==> config.mk <==
export PLATFORM = sky130hd
export DESIGN_NAME = pdt_timer
export DESIGN_NICKNAME = d
export VERILOG_FILES = /design/src/shared/pdt_pkg.sv /design/src/hdl/pdt_div12.sv /design/src/hdl/pdt_timer.sv
export SDC_FILE = /design/constraint.sdc
export NUM_CORES = 1
export LEC_CHECK = 0
export BUFFER_PORTS_ARGS = -buffer_cell sky130_fd_sc_hd__buf_2
export CAP_MARGIN = 20
export CORE_MARGIN = 4
export CORE_UTILIZATION = 37
export DETAILED_ROUTE_END_ITERATION = 6
export PLACE_DENSITY = 0.57
export SETUP_SLACK_MARGIN = 0.1
export SYNTH_ARGS = -nofsm -noshare
export SYNTH_HDL_FRONTEND = slang
export SYNTH_HIERARCHICAL = 1
export SYNTH_SLANG_ARGS = --single-unit
export TNS_END_PERCENT = 50
==> constraint.sdc <==
create_clock -name ref_clk -period 5.45 [get_ports ref_clk]
set_input_delay 0.8175 -clock ref_clk [delete_from_list [all_inputs] [get_ports ref_clk]]
set_output_delay 0.8175 -clock ref_clk [all_outputs]
set_load 0.02 [all_outputs]
==> src/shared/pdt_pkg.sv <==
package pdt_pkg;

    // ------------------------------------------------------------------
    // Widths and reset values
    // ------------------------------------------------------------------
    localparam int COUNT_W = 8;
    localparam int PRESC_W = 7;
    localparam logic [7:0] COUNT_RESET = 8'hFF;
    localparam logic [6:0] PRESC_RESET = 7'h7F;
    localparam logic [7:0] CTRL_RESET = 8'h00;
    localparam logic [7:0] COUNT_ZERO = 8'h00;
    localparam int INT_DIV = 12;

    // ------------------------------------------------------------------
    // Control register field positions
    // ------------------------------------------------------------------
    localparam int ZERO_FLAG_BIT = 7;
    localparam int IRQ_EN_BIT = 6;
    localparam int DIR_BIT = 5;
    localparam int LEVEL_BIT = 4;
    localparam int RUN_BIT = 3;
    localparam int DIV_HI_BIT = 2;
    localparam int DIV_LO_BIT = 0;

    typedef enum logic [1:0] {
        PDT_EVENT,
        PDT_GATED,
        PDT_OUT_LOW,
        PDT_OUT_HIGH
    } pdt_mode_type;

    typedef struct packed {
        logic zero_flag;
        logic zero_irq_enable;
        logic pin_direction_select;
        logic pin_level;
        logic prescaler_run;
        logic [2:0] division_select;
    } pdt_ctrl_type;

    typedef struct packed {
        logic wr_ctrl;
        logic wr_count;
        logic wr_presc;
        logic [7:0] wdata;
    } pdt_wr_type;

endpackage

==> src/hdl/pdt_div12.sv <==
module pdt_div12
    import pdt_pkg::*;
(
    input wire logic ref_clk,
    input wire logic rst_n,
    output logic tick
);
    logic [3:0] count;

    always_ff @(posedge ref_clk or negedge rst_n) begin
        if (!rst_n) begin
            count <= 4'h0;
            tick <= 1'b0;
        end else begin
            tick <= (count == 4'(INT_DIV - 1));
            count <= (count == 4'(INT_DIV - 1)) ? 4'h0 : count + 4'h1;
        end
    end
endmodule

==> src/hdl/pdt_timer.sv <==
// Summary of operation
// 8-bit counter fed by 7-bit prescaler.
// Counter steps on selected tap rising edge.
// Zero sets flag; enable gives interrupt request.
// Interrupt request can wake a waiting processor.
// Prescaler input: internal clock/12 or pin.
// Division select picks input or prescaler bit.
// Run low forces prescaler ones, stops all.
// Prescaler loadable 0 to 7Fh while running.
// Direction and level bits select four modes.
// Gated mode counts clock/12 while pin high.
// Event mode counts pin rising edges.
// Output mode: flag rise drives level out.
// Pin latch transparent while flag high.
// Writing 00h or control bit 7 sets flag.
// Software clears the flag in its handler.
// Reset: counter FFh, prescaler 7Fh, control zero.
// Counter write beats simultaneous decrement to zero.
// Counter and prescaler readable at any time.
// Counter wraps from 00h to FFh.
module pdt_timer
    import pdt_pkg::*;
(
    input wire logic ref_clk,
    input wire logic rst_n,
    input wire pdt_pkg::pdt_wr_type wr,
    input wire logic timer_pin_in,
    output logic timer_pin_out,
    output logic timer_pin_oe,
    output pdt_pkg::pdt_ctrl_type timer_control_status,
    output logic [7:0] count_value,
    output logic [7:0] prescaler_value,
    output logic timer_irq,
    output logic wake_request
);
    import pdt_pkg::*;

    // ------------------------------------------------------------------
    // Pin synchroniser and internal time base
    // ------------------------------------------------------------------
    logic pin_meta;
    logic pin_sync;
    logic pin_prev;
    logic int_tick;
    logic [6:0] presc;
    logic [7:0] count;
    pdt_ctrl_type ctrl;
    logic pin_latch;

    always_ff @(posedge ref_clk or negedge rst_n) begin
        if (!rst_n) begin
            pin_meta <= 1'b0;
            pin_sync <= 1'b0;
            pin_prev <= 1'b0;
        end else begin
            pin_meta <= timer_pin_in;
            pin_sync <= pin_meta;
            pin_prev <= pin_sync;
        end
    end

    pdt_div12 u_div12 (
        .ref_clk(ref_clk),
        .rst_n(rst_n),
        .tick(int_tick)
    );

    // ------------------------------------------------------------------
    // Mode decode and prescaler step
    // ------------------------------------------------------------------
    wire pdt_mode_type mode = pdt_mode_type'({ctrl.pin_direction_select, ctrl.pin_level});
    wire pin_rise = pin_sync & ~pin_prev;
    wire presc_step = ctrl.prescaler_run & (
        (mode == PDT_EVENT) ? pin_rise :
        (mode == PDT_GATED) ? (int_tick & pin_sync) :
        int_tick);
    wire [6:0] next_presc = presc - 7'h01;
    wire [7:0] tap_vec = {next_presc, presc_step};

    function automatic logic tap_of(input logic [7:0] v, input logic [2:0] sel);
        tap_of = v[sel];
    endfunction

    // Division factor 1 uses the step itself; otherwise the rising edge of a prescaler bit.
    wire [7:0] cur_vec = {presc, 1'b0};
    wire tap_rise = (ctrl.division_select == 3'h0) ? presc_step :
        (presc_step & tap_of(tap_vec, ctrl.division_select) &
         ~tap_of(cur_vec, ctrl.division_select));
    wire count_step = tap_rise;
    wire [7:0] next_count = count - 8'h01;
    wire reach_zero = count_step & (next_count == COUNT_ZERO) & ~wr.wr_count;
    wire soft_zero = (wr.wr_count & (wr.wdata == COUNT_ZERO)) |
        (wr.wr_ctrl & wr.wdata[ZERO_FLAG_BIT]);

    // ------------------------------------------------------------------
    // Prescaler and counter
    // ------------------------------------------------------------------
    always_ff @(posedge ref_clk or negedge rst_n) begin
        if (!rst_n) begin
            presc <= PRESC_RESET;
        end else if (!ctrl.prescaler_run) begin
            presc <= PRESC_RESET;
        end else if (wr.wr_presc) begin
            presc <= wr.wdata[6:0];
        end else if (presc_step) begin
            presc <= next_presc;
        end
    end

    always_ff @(posedge ref_clk or negedge rst_n) begin
        if (!rst_n) begin
            count <= COUNT_RESET;
        end else if (wr.wr_count) begin
            count <= wr.wdata;
        end else if (count_step) begin
            count <= next_count;
        end
    end

    // ------------------------------------------------------------------
    // Control register; hardware set wins over a software clear
    // ------------------------------------------------------------------
    always_ff @(posedge ref_clk or negedge rst_n) begin
        if (!rst_n) begin
            ctrl <= pdt_ctrl_type'(CTRL_RESET);
        end else begin
            if (wr.wr_ctrl) begin
                ctrl <= pdt_ctrl_type'(wr.wdata);
            end
            if (reach_zero | soft_zero) begin
                ctrl.zero_flag <= 1'b1;
            end
        end
    end

    // ------------------------------------------------------------------
    // Output latch and registered outputs
    // ------------------------------------------------------------------
    always_ff @(posedge ref_clk or negedge rst_n) begin
        if (!rst_n) begin
            pin_latch <= 1'b0;
            timer_pin_out <= 1'b0;
            timer_pin_oe <= 1'b0;
            timer_control_status <= pdt_ctrl_type'(CTRL_RESET);
            count_value <= COUNT_RESET;
            prescaler_value <= {1'b0, PRESC_RESET};
            timer_irq <= 1'b0;
            wake_request <= 1'b0;
        end else begin
            if (ctrl.zero_flag) begin
                pin_latch <= ctrl.pin_level;
            end
            timer_pin_out <= ctrl.zero_flag ? ctrl.pin_level : pin_latch;
            timer_pin_oe <= ctrl.pin_direction_select;
            timer_control_status <= ctrl;
            count_value <= count;
            prescaler_value <= {1'b0, presc};
            timer_irq <= ctrl.zero_flag & ctrl.zero_irq_enable;
            wake_request <= ctrl.zero_flag & ctrl.zero_irq_enable;
        end
    end

    // ------------------------------------------------------------------
    // Checks
    // ------------------------------------------------------------------
    a_run_low_stops: assert property (@(posedge ref_clk) disable iff (!rst_n)
        !ctrl.prescaler_run |=> presc == PRESC_RESET && ($stable(count) || $past(wr.wr_count)))
        else $error("prescaler not held while stopped");
    a_zero_sets_flag: assert property (@(posedge ref_clk) disable iff (!rst_n)
        reach_zero |=> ctrl.zero_flag)
        else $error("zero reached but flag clear");
    a_write_zero_flag: assert property (@(posedge ref_clk) disable iff (!rst_n)
        wr.wr_count && wr.wdata == COUNT_ZERO |=> ctrl.zero_flag && count == COUNT_ZERO)
        else $error("write of zero did not set flag");
    a_write_wins: assert property (@(posedge ref_clk) disable iff (!rst_n)
        wr.wr_count && count_step |=> count == $past(wr.wdata))
        else $error("counter write lost to decrement");
    a_wrap_ff: assert property (@(posedge ref_clk) disable iff (!rst_n)
        count == COUNT_ZERO && count_step && !wr.wr_count |=> count == COUNT_RESET)
        else $error("counter did not wrap");
    a_irq_follows: assert property (@(posedge ref_clk) disable iff (!rst_n)
        ctrl.zero_flag && ctrl.zero_irq_enable |=> timer_irq ##0 wake_request)
        else $error("interrupt request missing");
    a_gated_idle: assert property (@(posedge ref_clk) disable iff (!rst_n)
        mode == PDT_GATED && !pin_sync && !wr.wr_presc && ctrl.prescaler_run
        |=> $stable(presc))
        else $error("gated prescaler moved with pin low");
    a_out_level: assert property (@(posedge ref_clk) disable iff (!rst_n)
        ctrl.zero_flag |=> timer_pin_out == $past(ctrl.pin_level))
        else $error("pin not transparent while flag high");
    a_presc_read: assert property (@(posedge ref_clk) disable iff (!rst_n)
        1'b1 |=> prescaler_value == {1'b0, $past(presc)})
        else $error("prescaler read stale");

    // ------------------------------------------------------------------
    // Checks on reset and the prescaler inputs
    // ------------------------------------------------------------------
    a_reset_state: assert property (@(posedge ref_clk)
        $rose(rst_n)
        |-> count == COUNT_RESET && presc == PRESC_RESET && ctrl == CTRL_RESET)
        else $error("state not at reset values");
    a_run_start: assert property (@(posedge ref_clk) disable iff (!rst_n)
        $rose(ctrl.prescaler_run)
        |-> presc == PRESC_RESET)
        else $error("prescaler did not start from all ones");
    a_presc_load: assert property (@(posedge ref_clk) disable iff (!rst_n)
        ctrl.prescaler_run && wr.wr_presc
        |=> presc == $past(wr.wdata[6:0]))
        else $error("prescaler load lost");
    a_event_step: assert property (@(posedge ref_clk) disable iff (!rst_n)
        mode == PDT_EVENT && ctrl.prescaler_run && $rose(pin_sync) && !wr.wr_presc
        |=> presc == $past(presc) - 7'h01)
        else $error("pin edge not counted");
    a_event_quiet: assert property (@(posedge ref_clk) disable iff (!rst_n)
        mode == PDT_EVENT && ctrl.prescaler_run && !$rose(pin_sync) && !wr.wr_presc
        |=> $stable(presc))
        else $error("prescaler moved without a pin edge");
    a_gated_step: assert property (@(posedge ref_clk) disable iff (!rst_n)
        mode == PDT_GATED && ctrl.prescaler_run && pin_sync && int_tick && !wr.wr_presc
        |=> presc == $past(presc) - 7'h01)
        else $error("gated tick not counted");
    a_out_quiet: assert property (@(posedge ref_clk) disable iff (!rst_n)
        ctrl.pin_direction_select && ctrl.prescaler_run && !int_tick && !wr.wr_presc
        |=> $stable(presc))
        else $error("output mode prescaler moved between ticks");
    a_out_step: assert property (@(posedge ref_clk) disable iff (!rst_n)
        ctrl.pin_direction_select && ctrl.prescaler_run && int_tick && !wr.wr_presc
        |=> presc == $past(presc) - 7'h01)
        else $error("output mode tick not counted");
    a_tick_period: assert property (@(posedge ref_clk) disable iff (!rst_n)
        int_tick
        |=> !int_tick [*8] ##1 !int_tick [*3] ##1 int_tick)
        else $error("internal tick not one in twelve");

    // ------------------------------------------------------------------
    // Checks on the counter and zero flag
    // ------------------------------------------------------------------
    a_count_load: assert property (@(posedge ref_clk) disable iff (!rst_n)
        wr.wr_count
        |=> count == $past(wr.wdata))
        else $error("counter load lost");
    a_count_hold: assert property (@(posedge ref_clk) disable iff (!rst_n)
        !presc_step && !wr.wr_count
        |=> $stable(count))
        else $error("counter moved without a prescaler step");
    a_div_one: assert property (@(posedge ref_clk) disable iff (!rst_n)
        ctrl.division_select == 3'h0 && presc_step && !wr.wr_count
        |=> count == $past(count) - 8'h01)
        else $error("factor one step not counted");
    // With a tap above bit 0 the counter must move exactly when the selected
    // prescaler bit rises, and at no other prescaler step.
    a_tap_edge: assert property (@(posedge ref_clk) disable iff (!rst_n)
        ctrl.division_select != 3'h0 && presc_step && !wr.wr_count && !wr.wr_presc
        |=> (count != $past(count)) == (presc[$past(ctrl.division_select) - 3'h1] &&
            !$past(presc[ctrl.division_select - 3'h1])))
        else $error("counter not driven by selected tap");
    a_soft_flag: assert property (@(posedge ref_clk) disable iff (!rst_n)
        wr.wr_ctrl && wr.wdata[ZERO_FLAG_BIT]
        |=> ctrl.zero_flag)
        else $error("control write did not set flag");
    a_race_no_flag: assert property (@(posedge ref_clk) disable iff (!rst_n)
        wr.wr_count && wr.wdata != COUNT_ZERO && !wr.wr_ctrl && !ctrl.zero_flag
        |=> !ctrl.zero_flag)
        else $error("flag set despite counter write");
    a_flag_sticky: assert property (@(posedge ref_clk) disable iff (!rst_n)
        ctrl.zero_flag && !wr.wr_ctrl
        |=> ctrl.zero_flag)
        else $error("flag cleared without software");

    // ------------------------------------------------------------------
    // Checks on the pin, interrupt and read-back
    // ------------------------------------------------------------------
    a_latch_hold: assert property (@(posedge ref_clk) disable iff (!rst_n)
        !ctrl.zero_flag && $past(!ctrl.zero_flag)
        |=> $stable(timer_pin_out))
        else $error("pin changed while latch closed");
    a_pin_drive: assert property (@(posedge ref_clk) disable iff (!rst_n)
        1'b1
        |=> timer_pin_oe == $past(ctrl.pin_direction_select))
        else $error("pin direction wrong");
    a_irq_quiet: assert property (@(posedge ref_clk) disable iff (!rst_n)
        !(ctrl.zero_flag && ctrl.zero_irq_enable)
        |=> !timer_irq && !wake_request)
        else $error("interrupt request without cause");
    a_count_read: assert property (@(posedge ref_clk) disable iff (!rst_n)
        1'b1
        |=> count_value == $past(count))
        else $error("counter read stale");
    a_status_read: assert property (@(posedge ref_clk) disable iff (!rst_n)
        1'b1
        |=> timer_control_status == $past(ctrl))
        else $error("status read stale");

    // ------------------------------------------------------------------
    // Cover points
    // ------------------------------------------------------------------
    c_zero_hit: cover property (@(posedge ref_clk) disable iff (!rst_n) reach_zero);
    c_gated: cover property (@(posedge ref_clk) disable iff (!rst_n)
        mode == PDT_GATED && presc_step);
    c_event: cover property (@(posedge ref_clk) disable iff (!rst_n)
        mode == PDT_EVENT && count_step);
    c_out_high: cover property (@(posedge ref_clk) disable iff (!rst_n)
        timer_pin_oe && timer_pin_out);
    c_pin_held: cover property (@(posedge ref_clk) disable iff (!rst_n)
        ctrl.pin_direction_select && !ctrl.zero_flag && pin_latch);
endmodule

==> metrics <==
first-pass GRT wire length=8155 um; Layout Area Growth over Synthesis=14.44%; worst r2r path cells=8; vias in the first global route=1636; initial antenna violation count=0; core box area=6096 um^2; Reg2Reg Setup Slack=3.07 ns; DRC Markers=0; total CTS buffers=5; DRT Wirelength=4814 um; post-synthesis register bit count=56; Hold Vio Cnt, Final=0; minimum clock period=2.380 ns; Final GP Congestion=0.8364; root cell of the clock tree=clkbuf_8; slowest CP cell=dfstp_2; top_reg_cell synth=dfstp_2; Reg2Reg Launch Point=presc[0]$_DFFE_PN1P_; worst r2r dst=count[5]$_DFFE_PN1P_; RSZ-0062 raised after global routing=false; final std cells w/o fill=314; final core occ=44.75%; TritonCTS clock tree=yes; Worst Tran Pin Value=0.6761 ns; Starting Density=39.10%; Post-synth top cells=dfstp_2, dfrtp_1, nor2_1; area of the die=7790 um^2; leakage=1.120 nW; MaxCap Viol Count=0; diode count=0; Max Fanout on Critical Path=11; clock slew at reported path FFs=0.10 ns; Syn Nets=215; sequential cell area fraction in the yosys report=60.37%; async set or reset register ratio after synthesis=100.0%; Synth area leaders=dfstp_2, dfrtp_1, mux2_2, nor2_1, a31oi_1; largest net degree at the start of global routing=57; post-CTS sizing=0; Peak VDD IR=0.1550 mV; CP Capture Type=flip-flop; share of layout cells above drive strength 1=41.00%; synth unique cells=48; # clock sinks=56; Req. time, crit path=5.70 ns; hold_ws=0.3669 ns; Post-synth EDFFs=0; clock skew=0.008272 ns; WHS Path Cells=0; I/O pin total=42; pwr dens=306.4 nW/um^2; Gate Count Post-Synth=197; port buffer count=40; CP max stage delay=0.60 ns; Fill cells=596; via count=1648; vias per inst=5.248; std cell rows=28; dpl cells=306; clock buffer depth=2; Min-Delay Path Class=reg2reg; crit path DAT=2.63 ns; DPL Wire Length=3472 um; # Post-CTS Setup Buffers=0; Avg Cell Area, Syn=12.10 um^2; grt total ovfl=0; FMAX=0.4202 GHz; CP Launch Type=flip-flop; Hold Buf Count CTS=0; Cell Area, Synth=2384 um^2; initial drt markers=92; total power=0.8358 mW; nets@finish=256; Slew headroom=54.93%; Final TNS setup=0 ns; cell family with most CP delay=flip-flops; warnings from Yosys=6; most frequent cell after synthesis=dfstp_2; buffers plus inverters on the worst setup path=2; Synth top area share=33.07%; Die Y=88.26 um; post-route ant nets=0; per-cell routed wire length=15.33 um; CTS H-Tree Depth=2; worst-path cell chain=inv_1, ha_1, o21a_1, nor2_1, o41ai_1, buf_4, or4_1, a31o_2; Die Wd=88.26 um; Synth area leader=dfstp_2; first drt pass iteration count=4; HP Start=pin_meta$_DFF_PN0_; status=complete, no violations; Final Cycle Share=43.67%; Hold Path Sink=pin_sync$_DFF_PN0_; Clk Latency, worst-skew pair=0.30 ns; gr usage total=13.43%; critical setup path kind=reg2reg; endpoints failing setup=0; Final Slew Violations=0
## layout make-up
class	instances	area (um^2)	share of cell area [%]
tap	75	93.84	3.440
timing repair buffer	42	215.2	7.890
inverter	9	33.78	1.239
clock inverter	2	12.51	0.4587
sequential	56	1439	52.75
multi-input combinational	124	860.8	31.56
clock buffer	6	72.57	2.661
## state kept, by name, summed over array words and instances (netlist names)
| register | flops |
|---|---|
| pin_prev | 1 |
| timer_control_status | 8 |
| count | 8 |
| u_div12/tick | 1 |
| u_div12/count | 4 |
| timer_irq | 1 |
| ctrl | 8 |
| pin_meta | 1 |
| timer_pin_out | 1 |
| presc | 7 |
| prescaler_value | 7 |
| pin_sync | 1 |
| count_value | 8 |
## kinds of logic (layout without fill, tap and decap cells)
kind of cell / Yosys count / in the layout / synth area share [%]
compound gates: 41 / 41 / 12.97
xor+xnor: 6 / 6 / 2.205
fa+ha+maj: 4 / 4 / 2.100
buf+inv: 17 / 59 / 3.517
flops: 56 / 56 / 60.37
mux: 10 / 10 / 4.620
other cells: 1 / 1 / 0.1573
simple gates: 62 / 62 / 14.07
## layout by cell type, fill, tap and decap left out, types with 4 or more instances in the layout
cell / count
or4_1: 4
inv_1: 9
mux2_2: 8
o31ai_1: 6
a31oi_1: 9
ha_1: 4
nand3_1: 7
clkbuf_8: 5
buf_2: 40
nor2_1: 19
dfrtp_1: 26
nand2_1: 10
dfstp_2: 30
## worst max path at each step
stage                          from              endpoint  depth (start not counted)
3_5_place_dp   presc[0]$_DFFE_PN1P_  count[5]$_DFFE_PN1P_                          8
2_1_floorplan  presc[0]$_DFFE_PN1P_  count[3]$_DFFE_PN1P_                          8
4_1_cts        presc[0]$_DFFE_PN1P_  count[5]$_DFFE_PN1P_                          8
5_1_grt        presc[0]$_DFFE_PN1P_  count[5]$_DFFE_PN1P_                          8
6_report       presc[0]$_DFFE_PN1P_  count[5]$_DFFE_PN1P_                          8
3_3_place_gp   presc[0]$_DFFE_PN1P_  count[5]$_DFFE_PN1P_                          8
## power breakdown
group,switching [mW],internal (mW),total [mW]
Sequential,0.0306,0.466,0.497
Combinational,0.0759,0.0451,0.121
Clock,0.128,0.0901,0.218
## layer usage
metal  wire [um]  global-route usage, %  share of wire [%]
met1        2353                  20.21                 49
met2        2087                  19.17                 43
met3         292                  2.980                6.1
met4          81                  4.396                1.7
met5           0                      0                  0
## per-stage QoR
stage          setup slack (ns)  cell area [um^2]
2_1_floorplan             3.291              2384
3_3_place_gp              3.137              2643
3_5_place_dp              3.079              2643
4_1_cts                   3.064              2728
5_1_grt                   2.898              2728
6_report                  3.070              2728
No activity file was read; power rests on OpenSTA's default activity.
